[config.mk]
export PLATFORM = sky130hd
export DESIGN_NAME = psram_sync_burst_interface
export DESIGN_NICKNAME = d
export VERILOG_FILES = /design/src/psram_burst_pkg.sv /design/src/psram_sync_burst_interface.sv
export VERILOG_INCLUDE_DIRS = /design/src
export SDC_FILE = /design/constraint.sdc
export NUM_CORES = 1
export LEC_CHECK = 0
export ABC_AREA = 1
export BUFFER_PORTS_ARGS = -buffer_cell sky130_fd_sc_hd__clkbuf_2
export CAP_MARGIN = 15
export CORE_AREA = 2 2 177 179
export DETAILED_ROUTE_END_ITERATION = 8
export DIE_AREA = 0 0 179 181
export PLACE_DENSITY = 0.58
export SLEW_MARGIN = 5
export SYNTH_ARGS = -nofsm -noshare
export SYNTH_HDL_FRONTEND = slang
export SYNTH_SLANG_ARGS = --single-unit
[constraint.sdc]
create_clock -name core_clk -period 2.7 [get_ports core_clk]
set_clock_uncertainty 0.15 [all_clocks]
set_input_delay 0.405 -clock core_clk [delete_from_list [all_inputs] [get_ports core_clk]]
set_output_delay 0.405 -clock core_clk [all_outputs]
set_load 0.01 [all_outputs]
[src/psram_burst_defs.svh]
// constants of the synchronous burst interface
`ifndef PSRAM_BURST_DEFS_SVH
`define PSRAM_BURST_DEFS_SVH

// pin bundle widths
`define PIN_ADDR_W 23
`define PIN_DATA_W 16

// register bus map, byte addresses
`define REG_ADDR_W 4
`define BUS_CONFIG_OFS 4'h0
`define STATUS_OFS 4'h4

// bus_config_reg fields and reset value
`define SYNC_MODE_BIT 15
`define LAT_TYPE_BIT 14
`define LAT_COUNT_HI 13
`define LAT_COUNT_LO 11
`define WAIT_TIMING_BIT 8
`define BURST_LEN_HI 2
`define BURST_LEN_LO 0
`define BUS_CONFIG_RESET 16'h9907

// burst length codes
`define BLEN_4 3'h1
`define BLEN_8 3'h2
`define BLEN_16 3'h3
`define BLEN_32 3'h4
`define BLEN_CONT 3'h7

// counts
`define WORDS_4 6'h04
`define WORDS_8 6'h08
`define WORDS_16 6'h10
`define WORDS_32 6'h20
`define WORDS_NONE 6'h00
`define REFRESH_EXTRA 4'h3
`define ROW_WORDS 128
`define LAT_ONE 4'h1
`define LAT_TWO 4'h2

`endif

[src/psram_burst_pkg.sv]
// types shared by the synchronous burst interface
`include "psram_burst_defs.svh"
package psram_burst_pkg;

   typedef enum logic [1:0] {
      ST_IDLE = 2'b00,
      ST_LATENCY = 2'b01,
      ST_XFER = 2'b10,
      ST_ROW_END = 2'b11
   } burst_state_t;

   typedef struct packed {
      logic clk;
      logic ce_n;
      logic adv_n;
      logic oe_n;
      logic we_n;
      logic lb_n;
      logic ub_n;
      logic cr;
      logic [`PIN_ADDR_W-1:0] addr;
      logic [`PIN_DATA_W-1:0] dq;
   } pins_t;

endpackage

[src/psram_sync_burst_interface.sv]
// device side of the synchronous burst interface of a pseudo-static RAM
`timescale 1ns/100ps
`default_nettype none
`include "psram_burst_defs.svh"

// usage limits of this interface
// - the link clock is sampled, not used as a clock: each of its levels
//   must last at least two core clocks or edges are lost
// - pins reach the logic two core clocks after they change
// - chip enable high ends a burst at once and floats the data pins
// - a configuration access (select high) never starts a burst
// - the array must answer a read strobe in the following core clock
// - refresh_pending is sampled once, at the latch edge of a read burst
// - a continuous burst runs until a row end, chip enable high or a new latch edge
// - at a row end WAIT stays high until chip enable goes high
// - an access that saw a link clock rise is never also an unclocked write
// - unclocked writes need both byte enables low and are always full words
// - the configuration register is written only from the register port
// - status reads show state, mode, direction and words moved
// - wait timing bit one drops WAIT one link clock before the data edge
// - writes always use the programmed latency, refresh or not

module psram_sync_burst_interface #(
   parameter int ROW_WORDS = `ROW_WORDS
) (
   // clock and reset
   input wire logic core_clk,
   input wire logic resetn,
   // burst bus from the memory controller
   input wire logic mem_clk,
   input wire logic chip_enable_n,
   input wire logic addr_latch_n,
   input wire logic output_enable_n,
   input wire logic write_enable_n,
   input wire logic lower_byte_enable_n,
   input wire logic upper_byte_enable_n,
   input wire logic config_reg_select,
   input wire logic [`PIN_ADDR_W-1:0] addr,
   input wire logic [`PIN_DATA_W-1:0] dq_in,
   output logic [`PIN_DATA_W-1:0] dq_out,
   output logic dq_oe_n,
   output logic wait_out,
   // memory array side
   output logic array_wr,
   output logic array_rd,
   output logic [`PIN_ADDR_W-1:0] array_addr,
   output logic [`PIN_DATA_W-1:0] array_wdata,
   output logic [1:0] array_be_n,
   input wire logic [`PIN_DATA_W-1:0] array_rdata,
   input wire logic refresh_pending,
   // register port
   input wire logic [`REG_ADDR_W-1:0] reg_addr,
   input wire logic [15:0] reg_wdata,
   input wire logic reg_wr,
   input wire logic reg_rd,
   output logic [15:0] reg_rdata
);

   typedef struct packed {
      // pin pipeline
      psram_burst_pkg::pins_t s1;
      psram_burst_pkg::pins_t s2;
      psram_burst_pkg::pins_t s3;

      // burst engine
      psram_burst_pkg::burst_state_t st;
      logic full_sync;
      logic clocked;
      logic dir_write;
      logic [`PIN_ADDR_W-1:0] baddr;
      logic [5:0] word_cnt;
      logic [5:0] word_lim;
      logic [3:0] lat_cnt;

      // configuration
      logic [15:0] bus_config_reg;

      // read path
      logic [15:0] rbuf;
      logic rd_pend;

      // pin outputs
      logic [15:0] dq;
      logic drive;
      logic wait_o;

      // array outputs
      logic awr;
      logic ard;
      logic [`PIN_ADDR_W-1:0] aaddr;
      logic [15:0] awdata;
      logic [1:0] abe_n;

      // register read data
      logic [15:0] rdata;
   } state_t;

   state_t cur;
   state_t next_cur;

   // words per burst, zero for continuous
   function automatic logic [5:0] burst_words(input logic [2:0] code);
      unique case (code)
         `BLEN_4: burst_words = `WORDS_4;
         `BLEN_8: burst_words = `WORDS_8;
         `BLEN_16: burst_words = `WORDS_16;
         `BLEN_32: burst_words = `WORDS_32;
         default: burst_words = `WORDS_NONE;
      endcase
   endfunction

   // clock cycles of latency for a latency code
   function automatic logic [3:0] latency_cycles(input logic [2:0] code);
      latency_cycles = {1'b0, code} + `LAT_ONE;
   endfunction

   // true when the word after this address starts a new row
   function automatic logic row_last(input logic [`PIN_ADDR_W-1:0] a);
      row_last = ((a + `PIN_ADDR_W'(1)) % `PIN_ADDR_W'(ROW_WORDS)) == '0;
   endfunction

   // status word: state, mode, direction, words moved
   function automatic logic [15:0] status_word(input psram_burst_pkg::burst_state_t st, input logic fs,
         input logic wr, input logic [5:0] cnt);
      status_word = {6'h00, st, fs, wr, cnt};
   endfunction

   logic clk_rise;
   logic sync_on;
   logic lat_fixed;
   logic wait_ahead;
   logic burst_start;
   logic enables_low;
   logic enable_rose;
   psram_burst_pkg::pins_t pins_now;

   // raw pin bundle ahead of the synchroniser
   always_comb begin
      pins_now.clk = mem_clk;
      pins_now.ce_n = chip_enable_n;
      pins_now.adv_n = addr_latch_n;
      pins_now.oe_n = output_enable_n;
      pins_now.we_n = write_enable_n;
      pins_now.lb_n = lower_byte_enable_n;
      pins_now.ub_n = upper_byte_enable_n;
      pins_now.cr = config_reg_select;
      pins_now.addr = addr;
      pins_now.dq = dq_in;
   end

   // decode of configuration and synchronised pins
   always_comb begin
      // configuration fields
      sync_on = ~cur.bus_config_reg[`SYNC_MODE_BIT];
      lat_fixed = cur.bus_config_reg[`LAT_TYPE_BIT];
      wait_ahead = cur.bus_config_reg[`WAIT_TIMING_BIT];

      // link clock rise, seen between stages two and three
      clk_rise = cur.s2.clk & ~cur.s3.clk;

      // latch edge of a new burst, held off by a configuration access
      burst_start = sync_on & clk_rise & ~cur.s2.ce_n & ~cur.s2.adv_n & ~cur.s2.cr;

      // enables of an unclocked write and the first of them to rise
      enables_low = ~(cur.s3.ce_n | cur.s3.we_n | cur.s3.lb_n | cur.s3.ub_n);
      enable_rose = enables_low & (cur.s2.ce_n | cur.s2.we_n | cur.s2.lb_n | cur.s2.ub_n);
   end

   // next state of the whole block
   always_comb begin
      // hold everything unless a rule below moves it
      next_cur = cur;

      // pin pipeline: two stages synchronise, the third gives edges
      next_cur.s1 = pins_now;
      next_cur.s2 = cur.s1;
      next_cur.s3 = cur.s2;

      // array strobes last one cycle only
      next_cur.awr = 1'b0;
      next_cur.ard = 1'b0;

      // array read data is valid one cycle after the strobe
      next_cur.rd_pend = cur.ard;
      if (cur.rd_pend) begin
         next_cur.rbuf = array_rdata;
      end

      // a clock rise inside one chip enable window makes the access clocked
      if (cur.s3.ce_n) begin
         next_cur.clocked = 1'b0;
      end
      if (clk_rise && !cur.s2.ce_n) begin
         next_cur.clocked = 1'b1;
      end

      // burst engine
      if (cur.s2.ce_n || !sync_on) begin
         // chip enable high ends a burst at once and floats the data pins
         next_cur.st = psram_burst_pkg::ST_IDLE;
         next_cur.drive = 1'b0;
      end else if (burst_start) begin
         // new burst, also breaks a running one without a chip enable pulse
         next_cur.full_sync = 1'b1;
         next_cur.st = psram_burst_pkg::ST_LATENCY;
         next_cur.drive = 1'b0;

         // start address and direction come from the latch edge
         next_cur.baddr = cur.s2.addr;
         next_cur.dir_write = ~cur.s2.we_n;

         // length and latency are taken from the configuration now
         next_cur.word_cnt = '0;
         next_cur.word_lim = burst_words(cur.bus_config_reg[`BURST_LEN_HI:`BURST_LEN_LO]);
         next_cur.lat_cnt = latency_cycles(cur.bus_config_reg[`LAT_COUNT_HI:`LAT_COUNT_LO]);

         // writes ignore the latency type bit
         if (cur.s2.we_n && !lat_fixed && refresh_pending) begin
            next_cur.lat_cnt = latency_cycles(cur.bus_config_reg[`LAT_COUNT_HI:`LAT_COUNT_LO])
               + `REFRESH_EXTRA;
         end

         // reads fetch the first word during the latency
         if (cur.s2.we_n) begin
            next_cur.ard = 1'b1; // prefetch first word
            next_cur.aaddr = cur.s2.addr;
         end
      end else if (clk_rise) begin
         // latency countdown, one step per link clock rise
         unique case (cur.st)
            psram_burst_pkg::ST_IDLE: begin
               next_cur.drive = 1'b0;
            end
            psram_burst_pkg::ST_LATENCY: begin
               if (cur.lat_cnt == `LAT_ONE) begin
                  next_cur.st = psram_burst_pkg::ST_XFER;
               end else begin
                  next_cur.lat_cnt = cur.lat_cnt - `LAT_ONE;
               end
            end
            psram_burst_pkg::ST_XFER: begin
               next_cur.st = psram_burst_pkg::ST_XFER;
            end
            psram_burst_pkg::ST_ROW_END: begin
               next_cur.drive = 1'b0;
            end
         endcase

         // one word moves at each data edge
         if ((cur.st == psram_burst_pkg::ST_LATENCY && cur.lat_cnt == `LAT_ONE) ||
             cur.st == psram_burst_pkg::ST_XFER) begin
            if (cur.dir_write) begin
               // write word goes to the array with its byte enables
               next_cur.awr = 1'b1;
               next_cur.aaddr = cur.baddr;
               next_cur.awdata = cur.s2.dq;
               next_cur.abe_n = {cur.s2.ub_n, cur.s2.lb_n};
            end else begin
               // read word leaves the prefetch buffer, next one is fetched
               next_cur.dq = cur.rbuf;
               next_cur.drive = ~cur.s2.oe_n;
               next_cur.ard = 1'b1;
               next_cur.aaddr = cur.baddr + `PIN_ADDR_W'(1);
            end

            // address and count step together
            next_cur.baddr = cur.baddr + `PIN_ADDR_W'(1);
            next_cur.word_cnt = cur.word_cnt + 6'h01;

            // the burst ends at its length or parks at a row end
            if (cur.word_lim != `WORDS_NONE && cur.word_cnt + 6'h01 == cur.word_lim) begin
               next_cur.st = psram_burst_pkg::ST_IDLE;
            end else if (row_last(cur.baddr)) begin
               next_cur.st = psram_burst_pkg::ST_ROW_END;
            end else begin
               next_cur.st = psram_burst_pkg::ST_XFER;
            end
         end
      end else if (cur.st == psram_burst_pkg::ST_XFER && !cur.dir_write) begin
         // output enable gates the drive between clock edges
         next_cur.drive = ~cur.s2.oe_n;
      end

      // unclocked word write while no burst has been clocked
      // a clocked access never turns into an unclocked write on its way out
      if (sync_on && cur.st == psram_burst_pkg::ST_IDLE && !burst_start && enable_rose && !cur.clocked) begin
         next_cur.full_sync = 1'b0;
         next_cur.awr = 1'b1;
         next_cur.aaddr = cur.s3.addr;
         next_cur.awdata = cur.s3.dq;
         next_cur.abe_n = 2'b00;
      end

      // WAIT high during latency and at a row end
      unique case (next_cur.st)
         psram_burst_pkg::ST_IDLE:
            next_cur.wait_o = 1'b0;
         psram_burst_pkg::ST_LATENCY:
            next_cur.wait_o = ~(wait_ahead && next_cur.lat_cnt == `LAT_ONE);
         psram_burst_pkg::ST_XFER:
            next_cur.wait_o = 1'b0;
         psram_burst_pkg::ST_ROW_END:
            next_cur.wait_o = 1'b1;
      endcase

      // register port: configuration write
      if (reg_wr && reg_addr == `BUS_CONFIG_OFS) begin
         next_cur.bus_config_reg = reg_wdata;
      end

      // register port: read data for the next cycle
      if (reg_rd) begin
         unique case (reg_addr)
            `BUS_CONFIG_OFS: next_cur.rdata = cur.bus_config_reg;
            `STATUS_OFS: next_cur.rdata = status_word(cur.st, cur.full_sync, cur.dir_write, cur.word_cnt);
            default: next_cur.rdata = 16'h0000;
         endcase
      end
   end

   // state register
   always_ff @(posedge core_clk or negedge resetn) begin
      if (!resetn) begin
         cur <= '0;
         cur.bus_config_reg <= `BUS_CONFIG_RESET;
         cur.abe_n <= 2'b11;
         cur.st <= psram_burst_pkg::ST_IDLE;
      end else begin
         cur <= next_cur;
      end
   end

   // pin outputs straight from the state
   assign dq_out = cur.dq;
   assign dq_oe_n = ~cur.drive;
   assign wait_out = cur.wait_o;

   // array outputs straight from the state
   assign array_wr = cur.awr;
   assign array_rd = cur.ard;
   assign array_addr = cur.aaddr;
   assign array_wdata = cur.awdata;
   assign array_be_n = cur.abe_n;

   // register read data
   assign reg_rdata = cur.rdata;

endmodule
`default_nettype wire

### After elaboration in Yosys (flattened, before gate mapping)

Cells that the tools add are included.

* bits in registers: 292
* bits of input ports: 88
* output and inout bits: 77
* word-level logic and storage cells: 181

* $add $sub $neg: 5
* eq/ne operators: 17
* mux-type cells: 45
* bitwise operators: 25
* reduce and logical (&&, ||, !) cells: 42

Operator list (number)
* 43-bit 2-to-1 mux: 3
* 29-bit 2-to-1 mux: 3
* 24-bit 2-to-1 mux: 2
* 41-bit 2-to-1 mux: 1
* 18-bit 2-to-1 mux: 2
* 16-bit one-hot mux with 2 select lines: 1
* 4-bit 2-to-1 mux: 6
* 6-bit one-hot mux with 4 select lines: 1
* 23-bit by 1-bit adder with 23-bit output, second input constant: 1
* 23-bit logical NOT: 1
* 23-bit 2-to-1 mux: 1
* 1-bit 2-to-1 mux: 17
* 2-bit nonzero test: 7
* 1-bit NOT: 13
* 1-bit logical AND: 12
* 2-bit 2-to-1 mux: 6
* 5-bit AND reduction: 2
* 2-bit equality test, second input constant: 4
* 4-bit by 1-bit equality test with 1-bit output, second input constant: 2
* 6-bit by 1-bit adder with 6-bit output, second input constant: 1
* 1-bit AND: 6
* 3-bit by 2-bit equality test with 1-bit output, second input constant: 2
* 6-bit equality test: 1
* 1-bit bitwise OR: 6
* other kinds (22): 33

### Depth between registers and ports, before layout

Gate-level depths: netlist (run 1).

* depth after elaboration: 12
* depth in mapped cells: 16
* depth with buffers taken out: 16

### Least setup slack after synthesis (run 1)

OpenSTA, ideal clock, no wires.

* path kind: register to register
* start: register cur[126] (netlist bit)
* end: register cur, in the netlist array_addr[22]
* setup time: 0.124 ns
* arrival: 1.673 ns
* required time: 2.426 ns
* slack: 0.753 ns
* stages on the path, launching flop included: 15
* path buffers: 0
* clock period less this slack: 1.947 ns
* path through: dfrtp_1 > ha_1 > nand2_2 > nor2_4 > nand3_2 > nor2_4 > nand2_1 > nor2_2 > nand3_1 > nand3_1 > nand2_1 > nand2_1 > nand2_1 > nand2_1 > nand3_1

* word-level cells in the longest chain between the ends: 7

RTL lines
* start: declaration: line psram_sync_burst_interface.sv:98 `state_t cur;`
* start signal: assignment: line psram_sync_burst_interface.sv:329 `cur <= next_cur;`
* 23-bit by 1-bit adder with 23-bit output
* 23-bit 2-to-1 mux: line psram_sync_burst_interface.sv:252 `if (cur.dir_write) begin`
* 43-bit 2-to-1 mux: line psram_sync_burst_interface.sv:250 `` if ((cur.st == psram_burst_pkg::ST_LATENCY && cur.lat_cnt == `LAT_ONE) || ``
* 43-bit 2-to-1 mux: line psram_sync_burst_interface.sv:228 `end else if (clk_rise) begin`
* 24-bit 2-to-1 mux: line psram_sync_burst_interface.sv:202 `end else if (burst_start) begin`
* 43-bit 2-to-1 mux: line psram_sync_burst_interface.sv:198 `if (cur.s2.ce_n || !sync_on) begin`
* 41-bit 2-to-1 mux: line psram_sync_burst_interface.sv:286 `if (sync_on && cur.st == psram_burst_pkg::ST_IDLE && !burst_start && enable_rose && !cur.clocked) begin`

No other way between the ends. The select of a mux whose other input is x is not followed.
A chain may end at the register's enable or synchronous reset.

### Worst setup path after layout (run 1)

* start: register cur[247] (netlist bit)
* end: register cur, in the netlist array_addr[8]

* word-level cells in the longest chain between the ends: 11
* elaborated cells on any way between the ends: 17
* those cells by class: 2 x eq/ne; 3 x mux; 5 x bitwise; 7 x reduce/logical

RTL lines
* 1-bit AND *: line psram_sync_burst_interface.sv:159 `clk_rise = cur.s2.clk & ~cur.s3.clk;`
* 1-bit AND (4 in a row): line psram_sync_burst_interface.sv:162 `burst_start = sync_on & clk_rise & ~cur.s2.ce_n & ~cur.s2.adv_n & ~cur.s2.cr;`
* 1-bit logical NOT: line psram_sync_burst_interface.sv:286
* 1-bit logical AND (3 in a row): line psram_sync_burst_interface.sv:286
* 3-bit by 2-bit inequality test with 1-bit output (no line) (tied with other cells)
* 4-bit AND reduction (no line)

Mark *: on every way between the ends. The rest lies on a longest branch, timed or not. The select of a mux whose other input is x is not followed.

==> results of run 1 <==
==> metal layers <==
metal | vias to the layer above | track usage, % | routed length, µm | part of all wire [%]
li1 | 4336 | - | - | -
met1 | 4250 | 24.93 | 13440 | 47
met2 | 206 | 28.62 | 13260 | 46
met3 | 45 | 2.736 | 1352 | 4.7
met4 | 0 | 3.837 | 607 | 2.1
met5 | - | 0 | 0 | 0
==> cells by family after synthesis <==
kind of cell    share of synthesized area, %
flops                                  60.17
simple gates                           18.59
buf+inv                                9.747
compound gates                         8.774
mux                                    1.025
xor+xnor                              0.6526
fa+ha+maj                              1.036
==> report_power, final <==
part	switching [mW]	leakage, nW	internal [mW]
Sequential	0.337	3.55	4.82
Combinational	0.781	2.91	0.553
Clock	1.74	0.536	2.72
==> Yosys cell counts (all sizes together) <==
library cell,number,share of area (%)
xor2,7,0.51
clkbuf,19,0.60
nand4,12,0.62
dfrtp,281,58
a22o,1,0.073
nor3,12,0.73
xnor2,2,0.15
mux2,11,1.0
nand2,295,9.3
a31oi,16,0.83
o21a,1,0.062
nand3,118,5.2
o22ai,15,0.78
buf,98,5.8
or2,3,0.16
dfstp,9,2.0
and2,1,0.052
nor2,58,2.3
o211ai,5,0.31
nor4,2,0.28
o221ai,8,0.58
ha,10,1.0
o21ai,98,4.2
a21oi,12,0.50
a22oi,23,1.4
inv,108,3.4
a211oi,1,0.062
==> stage by stage <==
step,area (µm²),std cells
after floorplan,12080,1226
after global placement,12910,1698
after detailed placement,12910,1698
after CTS,14800,1836
after global routing,14820,1837
final,14820,1837
==> critical path, delay by kind of cell, from the launching register on <==
kind	cells	cell delay (ns)
and+or+nand+nor	6	1.13
buffers and inverters	2	0.45
AOI/OAI and AO/OA	1	0.24
DFF	1	0.40
==> layout make-up <==
cell class              instances  area (µm²)
repair buffers                273        1916
clock inverters                16       219.0
well taps                     396       495.5
flip-flops and latches        290        7268
fillers                      2863       15520
clock buffers                  42       867.1
multi-input cells             712        3650
inverters                     108       409.1
==> sequential cells by signal, indices dropped and copies added (netlist names) <==
name,flops
reg_rdata,16
array_rd,1
wait_out,1
array_addr,23
cur,214
dq_out,16
array_be_n,2
array_wr,1
array_wdata,16
==> worst min-delay path by stage <==
| stage | start | to | slack [ns] |
|---|---|---|---|
| after floorplan | resetn | array_addr[0] | -0.04 |
| after global placement | cur[273] | cur[226] | 0.18 |
| after detailed placement | cur[265] | cur[218] | 0.18 |
| after CTS | reg_addr[2] | reg_rdata[7] | 0.13 |
| after global routing | reg_addr[2] | reg_rdata[1] | 0.17 |
| final | reg_addr[2] | reg_rdata[7] | 0.16 |
==> repair_timing <==
item | in CTS | in global routing
endpoints found under the hold margin | 155 | 0
setup endpoints to repair | 0 | 8
hold buffers | 80 | 0
gates resized for setup | 0 | 3
==> run_results.csv, run 1 <==
group,metric,value,unit
sta,setup_slack,0.2546,ns
cells_and_area,nets,1514,
placement,hpwlAfterDp,19270,µm
sta,tightest_slew,0.8384,ns
die,design.die.area,32400,µm²
die,initial_core_util,39.80,%
worst_setup_path,critPathKind,"reg -> reg",
pwr,p_total,10.95,mW
hold_path,whs_path_depth,3,
run,maxCapViolations,0,
die,rows,64,
die,die_h,181,µm
sta,rsz0062_at_grt,"false",
sta,layout_min_cycle_time,2.445,ns
worst_setup_path,r2r_slack,0.25,ns
worst_setup_path,crit_path_max_incr_delay,0.61,ns
clock_tree,insertion_delay,0.57,ns
clock_tree,cts_made_buffers,31,
drt,drt-vias-per-instance,4.811,
synthesis,syn_avg_cell_area,9.852,µm²
synthesis,syn-num-nets,1324,
pwr,p_leak,6.994,nW
drt,wirelength,28660,µm
worst_setup_path,startpoint_type,"register",
worst_setup_path,required,3.04,ns
global_routing,grt_max_degree,89,
sta,slew_violations,0,
status,status,"finished clean",
synthesis,synthCells,1226,
worst_setup_path,crit_start,"cur[247]",
die,core-area,30350,µm²
clock_tree,clk_pin_slew,0.06,ns
worst_setup_path,cp-end-kind,"register",
sta,setup_viol,0,
die,ioPinCount,165,
sta,maxSlewHeadroom,44.11,%
worst_setup_path,worstPathArrival,2.78,ns
clock_tree,root_buffer,"clkbuf_16",
drt,drcViolationCount,0,
cells_and_area,syn2layout_area_growth,22.73,%
cells_and_area,fin_util,48.85,%
worst_setup_path,endpoint,"array_addr[8]",
drt,drt_pass1_iterations,5,
synthesis,synth.distinct_cells,43,
drt,routedWlPerCell,15.60,µm
drt,drtAntennaViolNets,0,
global_routing,grt_pass1_vias,8864,
sta,period_share,90.57,%
worst_setup_path,cpMostUsedCell,"nand2_2",
clock_tree,cts_tree,"yes",
cells_and_area,final_common_cell,"nand2_1",
clock_tree,cts_buffer_depth,3,
worst_setup_path,reg2reg_depth,9,
placement,dpl_worst_slack,0.1854,ns
worst_setup_path,cp_slowest_cell,"nor2_1",
pwr,irDropWorstVdd,0.5473,mV
sta,fmax,0.4089,GHz
sta,whs,0.1626,ns
hold_path,hold_class,"in -> reg",
clock_tree,cts_setup_buffers,0,
sta,hold_viol_final,0,
worst_setup_path,crit_chain,"nand2_2, inv_2, nand2_2, nor2_8, nor2_1, inv_1, o21ai_0, nand2_1, nand3_1",
global_routing,grt_pass1_wl,46140,µm
clock_tree,clock_sink_count,290,
drt,num_vias,8837,
drt,drt_iter0_drc,482,
cells_and_area,drive_gt1_share,21.10,%
worst_setup_path,r2r-end,"array_addr[8]",
worst_setup_path,critPathMaxFanout,19,
synthesis,yosysSeqAreaShare,60.17,%
die,die_w,179,µm
cells_and_area,layout_common_cells,"290 x nand2_1, 281 x dfrtp_1, 163 x clkbuf_2, 112 x nand3_1, 97 x inv_1",
synthesis,syn_area,12080,µm²
worst_setup_path,r2r-start,"cur[247]",
global_routing,gr-total-overflow,0,
pwr,power.density,738.9,nW/µm²
placement,portBuffers,164,
global_routing,grt_use_total,17.62,%
synthesis,yosys_warnings,0,
synthesis,synth-seq-cells,290,
placement,gp_congestion,0.9472,
global_routing,antenna_found_initial,0,
clock_tree,cts_max_level,1,
sta,fin_tns_setup,0,ns
cells_and_area,diodes,0,
(Power assumes the default switching activity.)
==> run 2, diff against run 1 <==
--- a/config.mk
+++ b/config.mk
@@ -9,10 +9,12 @@
 export ABC_AREA = 1
 export BUFFER_PORTS_ARGS = -buffer_cell sky130_fd_sc_hd__clkbuf_2
 export CAP_MARGIN = 15
+export CELL_PAD_IN_SITES_DETAIL_PLACEMENT = 0
+export CELL_PAD_IN_SITES_GLOBAL_PLACEMENT = 1
 export CORE_AREA = 2 2 177 179
 export DETAILED_ROUTE_END_ITERATION = 8
 export DIE_AREA = 0 0 179 181
-export PLACE_DENSITY = 0.58
+export PLACE_DENSITY = 0.71
 export SLEW_MARGIN = 5
 export SYNTH_ARGS = -nofsm -noshare
 export SYNTH_HDL_FRONTEND = slang
==> run 2 against run 1 <==
Total power shrank 1.0%. Combinational power is essentially flat. Largest cell class unchanged. Global-route usage grew 0.36 points. Critical endpoint is now array_addr[11]. Non-clock buffer count shrank 5.
==> run_results.csv, run 2 (same netlist as run 1, synthesis figures left out) <==
group,metric,value,unit
status,status,"finished clean",
global_routing,antenna_found_initial,0,
hold_path,hold_class,"in -> reg",
hold_path,hp-start,"reg_addr[2]",
worst_setup_path,required,3.03,ns
worst_setup_path,r2r-end,"array_addr[11]",
worst_setup_path,startpoint_type,"register",
die,rows,64,
cells_and_area,diodes,0,
sta,setup_viol,0,
worst_setup_path,critPathMaxFanout,23,
die,design.die.area,32400,µm²
pwr,power.density,735.9,nW/µm²
sta,rsz0062_at_grt,"false",
drt,routedWlPerCell,15.67,µm
run,maxCapViolations,0,
clock_tree,root_buffer,"clkbuf_16",
die,initial_core_util,39.80,%
placement,dpl_worst_slack,0.2225,ns
sta,tightest_slew,0.8759,ns
cells_and_area,top_register,"cur",
drt,num_vias,8781,
drt,drcViolationCount,0,
sta,slew_violations,0,
placement,portBuffers,164,
hold_path,whs_path_depth,3,
global_routing,gr-total-overflow,0,
global_routing,grt_use_total,17.98,%
worst_setup_path,r2r_slack,0.27,ns
cells_and_area,layout_common_cells,"290 x nand2_1, 281 x dfrtp_1, 163 x clkbuf_2, 112 x nand3_1, 97 x inv_1",
pwr,p_leak,6.952,nW
clock_tree,clk_pin_slew,0.07,ns
global_routing,grt_max_degree,63,
worst_setup_path,critPathKind,"reg -> reg",
sta,period_share,90.06,%
clock_tree,cts_max_level,1,
worst_setup_path,r2r-start,"cur[246]",
worst_setup_path,worstPathArrival,2.76,ns
sta,layout_min_cycle_time,2.432,ns
clock_tree,clock_sink_count,290,
hold_path,holdPathEnd,"reg_rdata[0]",
sta,maxSlewHeadroom,41.60,%
cells_and_area,largest_reg_flops,214,
cells_and_area,final_common_cell,"nand2_1",
drt,drt_iter0_drc,483,
cells_and_area,fin_area,14730,µm²
clock_tree,cts_setup_buffers,0,
placement,place_area,12860,µm²
sta,hold_viol_final,0,
cells_and_area,fin_cells,1830,
pwr,p_total,10.84,mW
cells_and_area,nets,1508,
pwr,irDropWorstVdd,0.4645,mV
clock_tree,cts_buffer_depth,3,
cells_and_area,fin_util,48.55,%
global_routing,grt_pass1_wl,46730,µm
worst_setup_path,cp-end-kind,"register",
die,die_w,179,µm
sta,whs,0.1742,ns
placement,hpwlAfterDp,19300,µm
clock_tree,cts_made_buffers,31,
drt,drt_pass1_iterations,5,
drt,wirelength,28680,µm
sta,fmax,0.4113,GHz
drt,drt-vias-per-instance,4.798,
cells_and_area,drive_gt1_share,20.92,%
cells_and_area,syn2layout_area_growth,21.98,%
sta,fin_tns_setup,0,ns
placement,dp.cells,1693,
clock_tree,cts_tree,"yes",
placement,gp_congestion,0.8712,
drt,drtAntennaViolNets,0,
die,ioPinCount,165,
global_routing,grt_pass1_vias,8803,
sta,setup_slack,0.2685,ns
clock_tree,insertion_delay,0.55,ns
die,core-area,30350,µm²
worst_setup_path,reg2reg_depth,9,
die,die_h,181,µm
run 2: cell count changes in the layout (fill, tap and decap cells not counted):
cell        delta
buf_4          -3
clkbuf_1       -3
buf_12         -1
buf_6          -1
bufinv_16      -1
clkinv_2       +1
clkinv_4       +1
clkinvlp_4     +1
o21ai_4        -1
run 2: layer usage:
metal  wire length (µm)  GRT usage (%)  vias up
met5                  0              0        -
met4                518          3.772        0
met3               1426          3.093       36
met2              13510          29.37      202
met1              13220          25.17     4231
li1                   -              -     4312
run 2: worst max-delay path by stage:
stage                     startpoint        endpoint  slack (ns)  cells past startpoint
after floorplan             cur[126]  array_addr[22]        0.75                     14
after global placement      cur[111]  array_addr[20]        0.27                     14
after detailed placement    cur[246]   array_addr[6]        0.22                      9
after CTS                   cur[246]   array_addr[6]        0.19                      9
after global routing        cur[246]  array_addr[18]        0.02                      9
final                       cur[246]  array_addr[11]        0.27                      9
run 2: critical path, cell delays in order, from the launching register on:
cell and delay [ns]:
dfrtp_1 0.43, nor2_4 0.25, nand2_2 0.13, nor2_8 0.30
inv_2 0.09, nand3_4 0.12, inv_2 0.06, o21ai_4 0.57
nand2_1 0.11, nand3_1 0.13
run 2: where the power goes:
| group | leakage [nW] | internal (mW) | switching, mW |
|---|---|---|---|
| logic | 2.87 | 0.545 | 0.774 |
| clock network | 0.527 | 2.63 | 1.73 |
| registers | 3.55 | 4.82 | 0.337 |
run 2: cell type report:
type | count | area, µm²
repair buffers | 268 | 1862
flip-flops and latches | 290 | 7268
well taps | 396 | 495.5
multi-input cells | 711 | 3633
clock buffers | 39 | 855.8
fillers | 2879 | 15620
clock inverters | 18 | 210.2
inverters | 108 | 409.1
run 2: repair_timing:
| item | in CTS | in global routing |
|---|---|---|
| endpoints found under the setup margin | 0 | 18 |
| hold buffers | 80 | 0 |
| resized for setup | 0 | 1 |
| hold endpoints to repair | 122 | 0 |
